$ cat src/hw/amc_defines.svh
// Purpose: Constants for the actuator motion controller
// Assumes: 10 MHz CLK
// Notes:   Times kept in their own unit, cycle counts derived
`ifndef AMC_DEFINES_SVH
`define AMC_DEFINES_SVH
`define AMC_CLK_HZ          10000000
`define AMC_SLEEP_S         15
`define AMC_SLEEP_CYC       (`AMC_SLEEP_S * `AMC_CLK_HZ)
`define AMC_PROG_S          5
`define AMC_PROG_CYC        (`AMC_PROG_S * `AMC_CLK_HZ)
`define AMC_POS_W           16
// Follower start band in counts, above the steps still in flight
`define AMC_FOLLOW_DB       17'h0_0004
`define AMC_ADC_W           12
// Follower thresholds in ADC codes, 5 V full scale, 12 bits
`define AMC_ADC_LO          12'h19a
`define AMC_ADC_HI          12'he66
`define AMC_ADC_SPAN        12'hccc
`define AMC_POS_MAX_RST     16'hffff
`define AMC_POS_MIN_RST     16'h0000
// Position counts per emitted output pulse
`define AMC_PULSE_DIV_RST   8'h01
// APB map
`define AMC_ADDR_CTRL       12'h000
`define AMC_ADDR_STATUS     12'h004
`define AMC_ADDR_POS        12'h008
`define AMC_ADDR_LIMITS     12'h00c
`define AMC_ADDR_FOLLOW     12'h010
`define AMC_ADDR_STROKE     12'h014
`define AMC_CTRL_RST        32'h0000_0101
`endif

$ cat src/hw/amc_pkg.sv
// Purpose: Types for the actuator motion controller
// Assumes: amc_defines.svh
// Notes:   Types only; numbers live in the defines header
package amc_pkg;
   typedef enum logic [1:0]
   {
      AMC_ST_RUN   = 2'b00,
      AMC_ST_BRAKE = 2'b01,
      AMC_ST_SLEEP = 2'b10
   } amc_state_e;

   typedef struct packed
   {
      logic fwd;
      logic rev;
      logic brake;
      logic sleep;
   } amc_drive_s;

   typedef struct packed
   {
      logic [15:0] ext_lim;
      logic [15:0] ret_lim;
   } amc_limits_s;
endpackage

$ cat src/hw/amc_top.sv
// Purpose: Motion logic of a low-current-input linear actuator
// Assumes: Position counter in the device tracks encoder steps; follower
//          voltage arrives as a sampled 12-bit code from the same clock
// Notes:   APB slave for control and status; no interrupt, no buffer
`timescale 1ns/1ns
`include "amc_defines.svh"
module amc_top
#(
   parameter int unsigned SLEEP_CYC = `AMC_SLEEP_CYC,
   parameter int unsigned PROG_CYC  = `AMC_PROG_CYC
)
(
   input  wire logic                  CLK,
   input  wire logic                  RSTN,
   input  wire logic                  EXTEND_IN,
   input  wire logic                  RETRACT_IN,
   input  wire logic                  PROG_EXT_IN,
   input  wire logic                  PROG_RET_IN,
   input  wire logic [`AMC_ADC_W-1:0] FOLLOW_CODE,
   input  wire logic                  FOLLOW_VALID,
   input  wire logic                  POS_STEP,
   input  wire logic                  POS_DIR_EXT,
   output amc_pkg::amc_drive_s        DRIVE,
   output logic                       MIN_STROKE_CLOSED,
   output logic                       MAX_STROKE_CLOSED,
   output logic                       PULSE_OUT,
   input  wire logic                  PSEL,
   input  wire logic                  PENABLE,
   input  wire logic                  PWRITE,
   input  wire logic [11:0]           PADDR,
   input  wire logic [31:0]           PWDATA,
   output logic [31:0]                PRDATA,
   output logic                       PREADY,
   output logic                       PSLVERR
);
   import amc_pkg::*;

   logic [5:0]  sync1_ff, sync2_ff;
   logic [5:0]  nxt_sync1;
   logic        ext_s, ret_s, pext_s, pret_s, step_s, dir_s;
   logic        cmd_ext, cmd_ret, cmd_any, cmd_both;
   logic        follow_en, stationary, follow_extreme;

   amc_state_e  state_ff, nxt_state;
   logic [31:0] idle_ff, nxt_idle;
   logic [31:0] hold_ff, nxt_hold;
   logic [1:0]  hold_key_ff, nxt_hold_key;
   logic        hold_done_ff, nxt_hold_done;
   logic [`AMC_POS_W-1:0] pos_ff, nxt_pos;
   logic [`AMC_POS_W-1:0] stroke_ff, nxt_stroke;
   amc_limits_s lim_ff, nxt_lim;
   logic        lim_set_ff, nxt_lim_set;
   logic [`AMC_POS_W-1:0] target_ff, nxt_target;
   logic [7:0]  div_ff, nxt_div;
   logic [7:0]  pcnt_ff, nxt_pcnt;
   logic        pulse_ff, nxt_pulse;
   logic [31:0] ctrl_ff, nxt_ctrl;
   logic [31:0] rdata_ff, nxt_rdata;
   logic        err_ff, nxt_err;
   amc_drive_s  drv_ff, nxt_drv;
   logic        min_ff, nxt_min, max_ff, nxt_max;

   logic [`AMC_POS_W-1:0] lo_bound, hi_bound, span, follow_tgt;
   logic [`AMC_ADC_W-1:0] fcode_off;
   logic [`AMC_POS_W+`AMC_ADC_W-1:0] prod;
   logic        want_ext, want_ret;
   logic        apb_wr, apb_rd;

   // Pins are asynchronous to CLK
   assign nxt_sync1 = {POS_DIR_EXT, POS_STEP, PROG_RET_IN, PROG_EXT_IN,
                       RETRACT_IN, EXTEND_IN};
   always_ff @(posedge CLK)
   begin
      if (!RSTN)
      begin
         sync1_ff <= 6'h00;
         sync2_ff <= 6'h00;
      end
      else
      begin
         sync1_ff <= nxt_sync1;
         sync2_ff <= sync1_ff;
      end
   end
   assign {dir_s, step_s, pret_s, pext_s, ret_s, ext_s} = sync2_ff;

   assign follow_en  = ctrl_ff[0];
   assign cmd_both   = ext_s & ret_s;
   assign cmd_ext    = ext_s & ~ret_s;
   assign cmd_ret    = ret_s & ~ext_s;
   assign cmd_any    = ext_s | ret_s;
   assign stationary = ~drv_ff.fwd & ~drv_ff.rev;
   assign follow_extreme = (FOLLOW_CODE < `AMC_ADC_LO) ||
                           (FOLLOW_CODE > `AMC_ADC_HI);

   // Active stroke is the programmed window if one exists
   assign lo_bound = lim_set_ff ? lim_ff.ret_lim : `AMC_POS_MIN_RST;
   assign hi_bound = lim_set_ff ? lim_ff.ext_lim : stroke_ff;
   assign span     = hi_bound - lo_bound;
   assign fcode_off = FOLLOW_CODE - `AMC_ADC_LO;
   assign prod     = span * fcode_off;

   // Linear map of follower code onto the active stroke
   always_comb
   begin
      if (FOLLOW_CODE <= `AMC_ADC_LO)
         follow_tgt = lo_bound;
      else if (FOLLOW_CODE >= `AMC_ADC_HI)
         follow_tgt = hi_bound;
      else
         follow_tgt = lo_bound + `AMC_POS_W'(prod / `AMC_ADC_SPAN);
   end

   always_comb
   begin
      nxt_target = target_ff;
      if (follow_en && FOLLOW_VALID)
         nxt_target = follow_tgt;
   end

   always_comb
   begin
      if (follow_en && !cmd_any)
      begin
         // Start only outside a small band, then run onto the target, so
         // steps still in the sync pipe cannot make the tube hunt
         want_ext = ({1'b0, pos_ff} + `AMC_FOLLOW_DB < {1'b0, target_ff}) ||
                    (drv_ff.fwd && target_ff > pos_ff);
         want_ret = ({1'b0, target_ff} + `AMC_FOLLOW_DB < {1'b0, pos_ff}) ||
                    (drv_ff.rev && target_ff < pos_ff);
      end
      else
      begin
         want_ext = cmd_ext;
         want_ret = cmd_ret;
      end
      if (pos_ff >= hi_bound)
         want_ext = 1'b0;
      if (pos_ff <= lo_bound)
         want_ret = 1'b0;
   end

   // Motion state: run, brake on withdrawal, sleep after idle time
   always_comb
   begin
      nxt_state = state_ff;
      nxt_idle  = idle_ff;
      nxt_drv   = '0;
      // Follower motion counts as activity, else it would sleep mid-move
      if (cmd_any || want_ext || want_ret)
         nxt_idle = 32'h0;
      else if (idle_ff < SLEEP_CYC)
         nxt_idle = idle_ff + 32'h1;
      unique case (state_ff)
         AMC_ST_RUN:
         begin
            nxt_drv.fwd = want_ext;
            nxt_drv.rev = want_ret;
            if (!want_ext && !want_ret)
               nxt_state = AMC_ST_BRAKE;
         end
         AMC_ST_BRAKE:
         begin
            nxt_drv.brake = 1'b1;
            if (want_ext || want_ret)
               nxt_state = AMC_ST_RUN;
            else if (!cmd_any && idle_ff >= SLEEP_CYC - 1)
               nxt_state = AMC_ST_SLEEP;
         end
         AMC_ST_SLEEP:
         begin
            nxt_drv.sleep = 1'b1;
            if (cmd_any || want_ext || want_ret)
            begin
               nxt_drv.sleep = 1'b0;
               nxt_state = AMC_ST_BRAKE;
            end
         end
         default: nxt_state = AMC_ST_BRAKE;
      endcase
   end

   // Position and stroke end tracking from the encoder
   always_comb
   begin
      nxt_pos = pos_ff;
      if (step_s && dir_s && pos_ff != `AMC_POS_MAX_RST)
         nxt_pos = pos_ff + `AMC_POS_W'(1);
      else if (step_s && !dir_s && pos_ff != `AMC_POS_MIN_RST)
         nxt_pos = pos_ff - `AMC_POS_W'(1);
      nxt_min = (pos_ff == `AMC_POS_MIN_RST);
      nxt_max = (pos_ff >= stroke_ff);
   end

   // One output pulse train, divided to the screw's travel per pulse
   always_comb
   begin
      nxt_pcnt  = pcnt_ff;
      nxt_pulse = 1'b0;
      if (step_s)
      begin
         if (pcnt_ff + 8'h01 >= div_ff)
         begin
            nxt_pcnt  = 8'h00;
            nxt_pulse = 1'b1;
         end
         else
            nxt_pcnt = pcnt_ff + 8'h01;
      end
   end

   // Limit programming by held inputs
   always_comb
   begin
      nxt_hold_key  = {pret_s, pext_s};
      nxt_hold      = hold_ff;
      nxt_hold_done = hold_done_ff;
      nxt_lim       = lim_ff;
      nxt_lim_set   = lim_set_ff;
      if (nxt_hold_key != hold_key_ff || !stationary || !follow_extreme)
      begin
         nxt_hold      = 32'h0;
         nxt_hold_done = 1'b0;
      end
      else if (nxt_hold_key != 2'b00 && !hold_done_ff)
      begin
         if (hold_ff >= PROG_CYC - 1)
         begin
            nxt_hold_done = 1'b1;
            unique case (nxt_hold_key)
               2'b11:
               begin
                  nxt_lim_set = 1'b0;
                  nxt_lim     = '0;
               end
               2'b01:
               begin
                  nxt_lim.ext_lim = pos_ff;
                  if (!lim_set_ff)
                     nxt_lim.ret_lim = `AMC_POS_MIN_RST;
                  nxt_lim_set = 1'b1;
               end
               2'b10:
               begin
                  nxt_lim.ret_lim = pos_ff;
                  if (!lim_set_ff)
                     nxt_lim.ext_lim = stroke_ff;
                  nxt_lim_set = 1'b1;
               end
               default: nxt_lim_set = lim_set_ff;
            endcase
         end
         else
            nxt_hold = hold_ff + 32'h1;
      end
   end

   // APB slave, zero wait states
   assign apb_wr = PSEL & PENABLE & PWRITE;
   assign apb_rd = PSEL & ~PENABLE & ~PWRITE;
   always_comb
   begin
      nxt_ctrl   = ctrl_ff;
      nxt_stroke = stroke_ff;
      nxt_div    = div_ff;
      nxt_rdata  = rdata_ff;
      nxt_err    = 1'b0;
      if (PSEL && !PENABLE)
      begin
         nxt_err = !(PADDR == `AMC_ADDR_CTRL || PADDR == `AMC_ADDR_STATUS ||
                     PADDR == `AMC_ADDR_POS  || PADDR == `AMC_ADDR_LIMITS ||
                     PADDR == `AMC_ADDR_FOLLOW ||
                     PADDR == `AMC_ADDR_STROKE);
         if (apb_rd)
         begin
            unique case (PADDR)
               `AMC_ADDR_CTRL:   nxt_rdata = ctrl_ff;
               `AMC_ADDR_STATUS: nxt_rdata = {23'h0, lim_set_ff, max_ff,
                                    min_ff, drv_ff, state_ff};
               `AMC_ADDR_POS:    nxt_rdata = {16'h0, pos_ff};
               `AMC_ADDR_LIMITS: nxt_rdata = lim_ff;
               `AMC_ADDR_FOLLOW: nxt_rdata = {16'h0, target_ff};
               `AMC_ADDR_STROKE: nxt_rdata = {16'h0, stroke_ff};
               default:          nxt_rdata = 32'h0;
            endcase
         end
      end
      if (apb_wr && !err_ff)
      begin
         if (PADDR == `AMC_ADDR_CTRL)
         begin
            nxt_ctrl = {23'h0, PWDATA[8:0]};
            nxt_div  = (PWDATA[15:8] == 8'h00) ? 8'h01 : PWDATA[15:8];
         end
         if (PADDR == `AMC_ADDR_STROKE)
            nxt_stroke = PWDATA[15:0];
      end
   end
   assign PRDATA  = rdata_ff;
   assign PREADY  = 1'b1;
   assign PSLVERR = PSEL & PENABLE & err_ff;

   always_ff @(posedge CLK)
   begin
      if (!RSTN)
      begin
         state_ff     <= AMC_ST_BRAKE;
         idle_ff      <= 32'h0;
         hold_ff      <= 32'h0;
         hold_key_ff  <= 2'b00;
         hold_done_ff <= 1'b0;
         pos_ff       <= `AMC_POS_MIN_RST;
         stroke_ff    <= `AMC_POS_MAX_RST;
         lim_ff       <= '0;
         lim_set_ff   <= 1'b0;
         target_ff    <= `AMC_POS_MIN_RST;
         div_ff       <= `AMC_PULSE_DIV_RST;
         pcnt_ff      <= 8'h00;
         pulse_ff     <= 1'b0;
         ctrl_ff      <= `AMC_CTRL_RST;
         rdata_ff     <= 32'h0;
         err_ff       <= 1'b0;
         drv_ff       <= '0;
         min_ff       <= 1'b0;
         max_ff       <= 1'b0;
      end
      else
      begin
         state_ff     <= nxt_state;
         idle_ff      <= nxt_idle;
         hold_ff      <= nxt_hold;
         hold_key_ff  <= nxt_hold_key;
         hold_done_ff <= nxt_hold_done;
         pos_ff       <= nxt_pos;
         stroke_ff    <= nxt_stroke;
         lim_ff       <= nxt_lim;
         lim_set_ff   <= nxt_lim_set;
         target_ff    <= nxt_target;
         div_ff       <= nxt_div;
         pcnt_ff      <= nxt_pcnt;
         pulse_ff     <= nxt_pulse;
         ctrl_ff      <= nxt_ctrl;
         rdata_ff     <= nxt_rdata;
         err_ff       <= nxt_err;
         drv_ff       <= nxt_drv;
         min_ff       <= nxt_min;
         max_ff       <= nxt_max;
      end
   end

   assign DRIVE             = drv_ff;
   assign MIN_STROKE_CLOSED = min_ff;
   assign MAX_STROKE_CLOSED = max_ff;
   assign PULSE_OUT         = pulse_ff;
endmodule

$ cat config.mk
export PLATFORM = sky130hd
export DESIGN_NAME = amc_top
export DESIGN_NICKNAME = d
export VERILOG_FILES = /design/src/hw/amc_pkg.sv /design/src/hw/amc_top.sv
export VERILOG_INCLUDE_DIRS = /design/src /design/src/hw
export SDC_FILE = /design/constraint.sdc
export NUM_CORES = 1
export LEC_CHECK = 0
export ABC_AREA = 1
export BUFFER_PORTS_ARGS = -buffer_cell sky130_fd_sc_hd__buf_4
export CAP_MARGIN = 30
export CORE_MARGIN = 10
export CORE_UTILIZATION = 55
export DETAILED_ROUTE_END_ITERATION = 7
export GPL_TIMING_DRIVEN = 0
export PLACE_DENSITY = 0.72
export SYNTH_ARGS = -nofsm -noshare
export SYNTH_HDL_FRONTEND = slang
export SYNTH_SLANG_ARGS = --single-unit
$ cat constraint.sdc
create_clock -name CLK -period 33.6 [get_ports CLK]
set_clock_uncertainty 0.05 [all_clocks]
set_input_delay 8.4 -clock CLK [delete_from_list [all_inputs] [get_ports CLK]]
set_output_delay 8.4 -clock CLK [all_outputs]
set_load 0.1 [all_outputs]
* Word-level counts from Yosys, hierarchy flattened
Index checks and enable logic that the tools add are counted.
Word-level totals: flip-flop bits (word level) 227, bits of input ports 68, output and inout port bits 41, word-level logic and storage cells 168
Operators by class: add/sub/neg operators 10, $mul 1, divide/modulo/power cells 1, order comparisons 15, equal/unequal tests 15, muxes and demuxes 23, bitwise gates (word level) 18, reductions and logical operators 60
Operator list (number):
- $pmux 32 s6 | 1
- $mux 16 | 6
- $pmux 32 s3 | 1
- $add 32x1->32 const B | 2
- $add 16x3->17 const B | 2
- $lt 17x16->1 | 2
- $ge 16x16->1 | 2
- $ge 32x26->1 const B | 1
- $ge 32x28->1 const B | 1
- $lt 32x28->1 const B | 1
- $div 28x12->28 const B | 1
- $mul 16x12->28 | 1
- $eq 12x4->1 const B | 2
- $eq 12x5->1 const B | 2
- $reduce_and 2->1 | 9
- $add 16x1->16 const B | 1
- $add 16x16->16 | 1
- $gt 16x16->1 | 1
- $le 16x16->1 | 1
- $logic_not 16->1 | 1
- $lt 16x16->1 | 1
- $mux 8 | 2
- $ne 16x16->1 const B | 1
- $reduce_bool 16->1 | 1
- other kinds (33) | 99

* Depth between registers and ports, before layout
depth in word-level cells 9, gate-level depth with buffers 187, mapped depth without buffers 183

* Worst setup path before layout
Ideal clock, no wire load.
kind in2reg, from input port FOLLOW_CODE[1], to register target_ff[12], library setup time 70 ps, arrival 26158 ps, data required time 33480 ps, setup slack 7323 ps, cell stages on the path 152, buffers on the path 9, path through inv_1 clkbuf_1 ha_1 nor2_1 inv_1 nand3_1 nand3_1 nand2_1 xor2_1 clkbuf_1 nor2_1 fa_1 fa_1 fa_1 fa_1 inv_1 fa_1 inv_1 (+116 left out) nor2_2 nor2_2 nand3_1 ha_1 inv_1 fa_1 inv_1 a21oi_1 nand2_1 nand3_1 o211ai_1 a21oi_1 o21bai_1 a21oi_1 o21ai_0 xor2_1 o21bai_1 a21oi_1
Between the ends: longest elaborated chain between the ends 6, elaborated cells between the ends (all ways) 8, classes of those cells add/sub (2); mul (1); div (1); order compare (2); mux (2)
RTL lines:
- start: declaration | line amc_top.sv:19 | input wire logic [`AMC_ADC_W-1:0] FOLLOW_CODE,
- $sub 12x9->12 (no source line)
- $mul 16x12->28 | line amc_top.sv:101 | assign prod = span * fcode_off;
- $div 28x12->28 (no source line)
- $add 16x16->16 | line amc_top.sv:111 | follow_tgt = lo_bound + `AMC_POS_W'(prod / `AMC_ADC_SPAN);
- $mux 16 | line amc_top.sv:108 | else if (FOLLOW_CODE >= `AMC_ADC_HI)
- $mux 16 * | line amc_top.sv:106 | if (FOLLOW_CODE <= `AMC_ADC_LO)
- end signal: assignment | line amc_top.sv:316 | target_ff <= `AMC_POS_MIN_RST;
- end signal: assignment | line amc_top.sv:338 | target_ff <= nxt_target;
- end: declaration | line amc_top.sv:53 | logic [`AMC_POS_W-1:0] target_ff, nxt_target;
Mark *: on every way between the ends. The rest lies on a longest branch, timed or not. A chain may end at the register's enable or synchronous reset.

* Worst setup path in the final report
Ends and elaborated chain as after synthesis.

==> flow_metrics.py <==
metrics = {
    "run_status": {
        "status": "finished clean",
    },
    "logic_synthesis": {
        "ys_warn_count": 0,
        "synth_edf_count": 0,
        "syn_inst": 4073,
        "yosysSeqAreaShare_pct": 16.1,
        "synth_area_um2": 28200,
        "ys_ff_latch": 227,
        "synth_fp_nets": 4495,
        "synthArstFlopShare_pct": 0,
        "ys_types": 75,
        "ys.flop_type": "dfxtp_1",
        "avgSynthCellArea_um2": 6.91,
    },
    "cts": {
        "cts_resized": 0,
        "cts_setup_buffers": 0,
        "clk_path_buf_depth": 3,
        "cts-root-buf": "clkbuf_16",
        "clkLatencyLatePin_ns": 0.57,
        "cts_max_level": 1,
        "cts_made_buffers": 25,
        "cts.sinks": 227,
        "cts_tree": "done",
        "ctsHoldBuffers": 0,
        "path_clk_slew_ns": 0.06,
    },
    "cells_and_area": {
        "regArea_um2": 4540,
        "multi_input_area_um2": 20400,
        "final_cell_mix": "803 x nand2_1, 656 x inv_1, 318 x nor2_1, 278 x nand3_1, 242 x a21oi_1",
        "antennaDiodeCount": 0,
        "fin_util_pct": 60.6,
        "fillCellCount": 4800,
        "layout_commonest_cell": "nand2_1",
        "layout.nets": 4615,
        "instances_no_fill": 4880,
        "drive_above_1_share_pct": 14.4,
        "area_delta_synth_final_pct": 8.42,
    },
    "floorplan": {
        "ios": 109,
        "die-width_um": 246,
        "start_util_pct": 55.9,
        "coreArea_um2": 50400,
        "die_h_um": 246,
        "dieArea_um2": 60700,
        "num_rows": 82,
    },
    "sta": {
        "timing.final.ws_setup_ns": 4.22,
        "slew_headroom_pct": 29.7,
        "finalSetupViolations": 0,
        "finalHoldViolCount": 0,
        "period_share_pct": 87.5,
        "timing.setup.tns_ns": 0,
        "worstMarginPinSlew_ns": 1.04,
        "period_needed_ns": 29.38,
        "fmax_mhz": 34.0,
        "finalMaxSlewViolations": 0,
        "grt_setup_unrepaired": "false",
    },
    "critical_path": {
        "critPathSlowestCell": "xor2_1",
        "end_kind": "flip-flop",
        "reg2reg_depth": 161,
        "critPathLaunchType": "input port",
        "crit_fanout": 10,
        "critPathKind": "in2reg",
        "cp_top_family": "simple AND/OR/NAND/NOR gates",
        "worstPathBufferInverterCount": 23,
        "required_ns": 34.02,
        "r2r-start": "lim_set_ff$_SDFFE_PN0P_",
        "critPathArrivalTime_ns": 29.81,
        "r2r_setup_slack_ns": 9.04,
        "max_stage_delay_ns": 0.60,
        "r2r-end": "target_ff[12]$_SDFFE_PN0P_",
        "path_common_cell": "nand2_4",
    },
    "route": {
        "via_per_inst": 5.48,
        "vias": 26700,
        "drc": 0,
        "drtAntennaViolNets": 0,
        "route.detailed.wl_per_inst_um": 16.2,
        "wl_um": 79200,
        "drt_first_pass_iters": 8,
        "drt_iter0_markers": 2157,
    },
    "placement": {
        "port_buffers": 89,
        "dp_cells": 4838,
        "pre_cts_ws_ns": 3.68,
        "globalplace.congestion": 1.04,
        "dpl.hpwl_um": 65500,
    },
    "global_routing": {
        "grt_pass1_vias": 25200,
        "antenna_found_initial": 0,
        "grt_max_degree": 17,
        "grt_pass1_wl_um": 129000,
        "grt_overflow": 0,
        "grt_usage_pct": 25.7,
    },
    "hold_path": {
        "whs_path_depth": 2,
        "min_to": "sync2_ff[4]$_SDFF_PN0_",
        "hold_path.class": "reg2reg",
        "min-delay-start": "sync1_ff[4]$_SDFF_PN0_",
    },
    "job": {
        "maxCapViolCount": 0,
    },
}
## cell families after synthesis
family                   after synthesis  share of synthesized area, %
AO/OA/AOI/OAI                        628                          13.3
XOR/XNOR                             137                          4.31
adder cells (fa/ha/maj)              354                          19.5
AND/OR/NAND/NOR                     1918                          35.2
other                                  1                        0.0133
flip-flops                           227                          16.1
buffers and inverters                808                          11.4
## cell usage after synthesis, drive strengths merged (16+ instances only)
master | number | share of area (%)
nand3 | 339 | 7.6
nand2 | 1047 | 18
fa | 143 | 10
clkbuf | 84 | 1.1
nand4 | 46 | 1.0
inv | 698 | 9.4
nor4 | 20 | 0.44
o211ai | 38 | 1.0
nor3 | 51 | 0.92
xnor2 | 24 | 0.75
o21ai | 175 | 3.4
xor2 | 113 | 3.6
or2 | 22 | 0.49
o21bai | 16 | 0.43
o21a | 20 | 0.53
nor2 | 368 | 5.8
ha | 211 | 9.4
a21oi | 249 | 4.6
o22ai | 60 | 1.3
dfxtp | 227 | 16
## per-stage QoR
stage / hold WS, ns / area (um2)
after floorplan: 0.340 / 28200
after global placement: 0.344 / 29700
after detailed placement: 0.349 / 29700
after CTS: 0.363 / 30500
after global routing: 0.380 / 30500
final: 0.363 / 30500
## routing by layer
metal / global-route usage, % / part of all wire (%) / wire length, um
met2: 43.7 / 47 / 37100
met5: 0 / 0 / 0
met4: 8.82 / 4.0 / 3170
met1: 32.9 / 41 / 32600
met3: 3.61 / 8.0 / 6310
## registers in the layout (all words and copies together), names as in the netlist, 4 cells and up
signal	cells
ctrl_ff	9
target_ff	16
div_ff	8
sync2_ff	6
PRDATA	32
stroke_ff	16
DRIVE	4
sync1_ff	6
pos_ff	16
pcnt_ff	8
lim_ff	32
idle_ff	32
hold_ff	32
## worst max path at each step
stage               cells after the start                         end           start
finish                                146  target_ff[12]$_SDFFE_PN0P_  FOLLOW_CODE[1]
global route                          145  target_ff[12]$_SDFFE_PN0P_  FOLLOW_CODE[1]
CTS                                   149  target_ff[12]$_SDFFE_PN0P_  FOLLOW_CODE[1]
detailed placement                    149  target_ff[12]$_SDFFE_PN0P_  FOLLOW_CODE[1]
global placement                      146  target_ff[12]$_SDFFE_PN0P_  FOLLOW_CODE[1]
floorplan                             152  target_ff[12]$_SDFFE_PN0P_  FOLLOW_CODE[1]
## cell type report
class | count | area share (%)
Buffer | 94 | 1.49
Tap cell | 672 | 2.75
Sequential cell | 227 | 14.9
Timing Repair Buffer | 93 | 2.27
Multi-Input combinational cell | 3038 | 66.8
Clock inverter | 9 | 0.397
Clock buffer | 33 | 2.34
Inverter | 714 | 9.06
## worst min-delay path: stages (launching register included)
cell and delay (ns):
dfxtp_1 0.30, nand2_1 0.05, inv_1 0.04
Power is left out: the tool's default activity adds up to more than one toggle a clock period on the data nets, which glitch-free logic cannot reach.
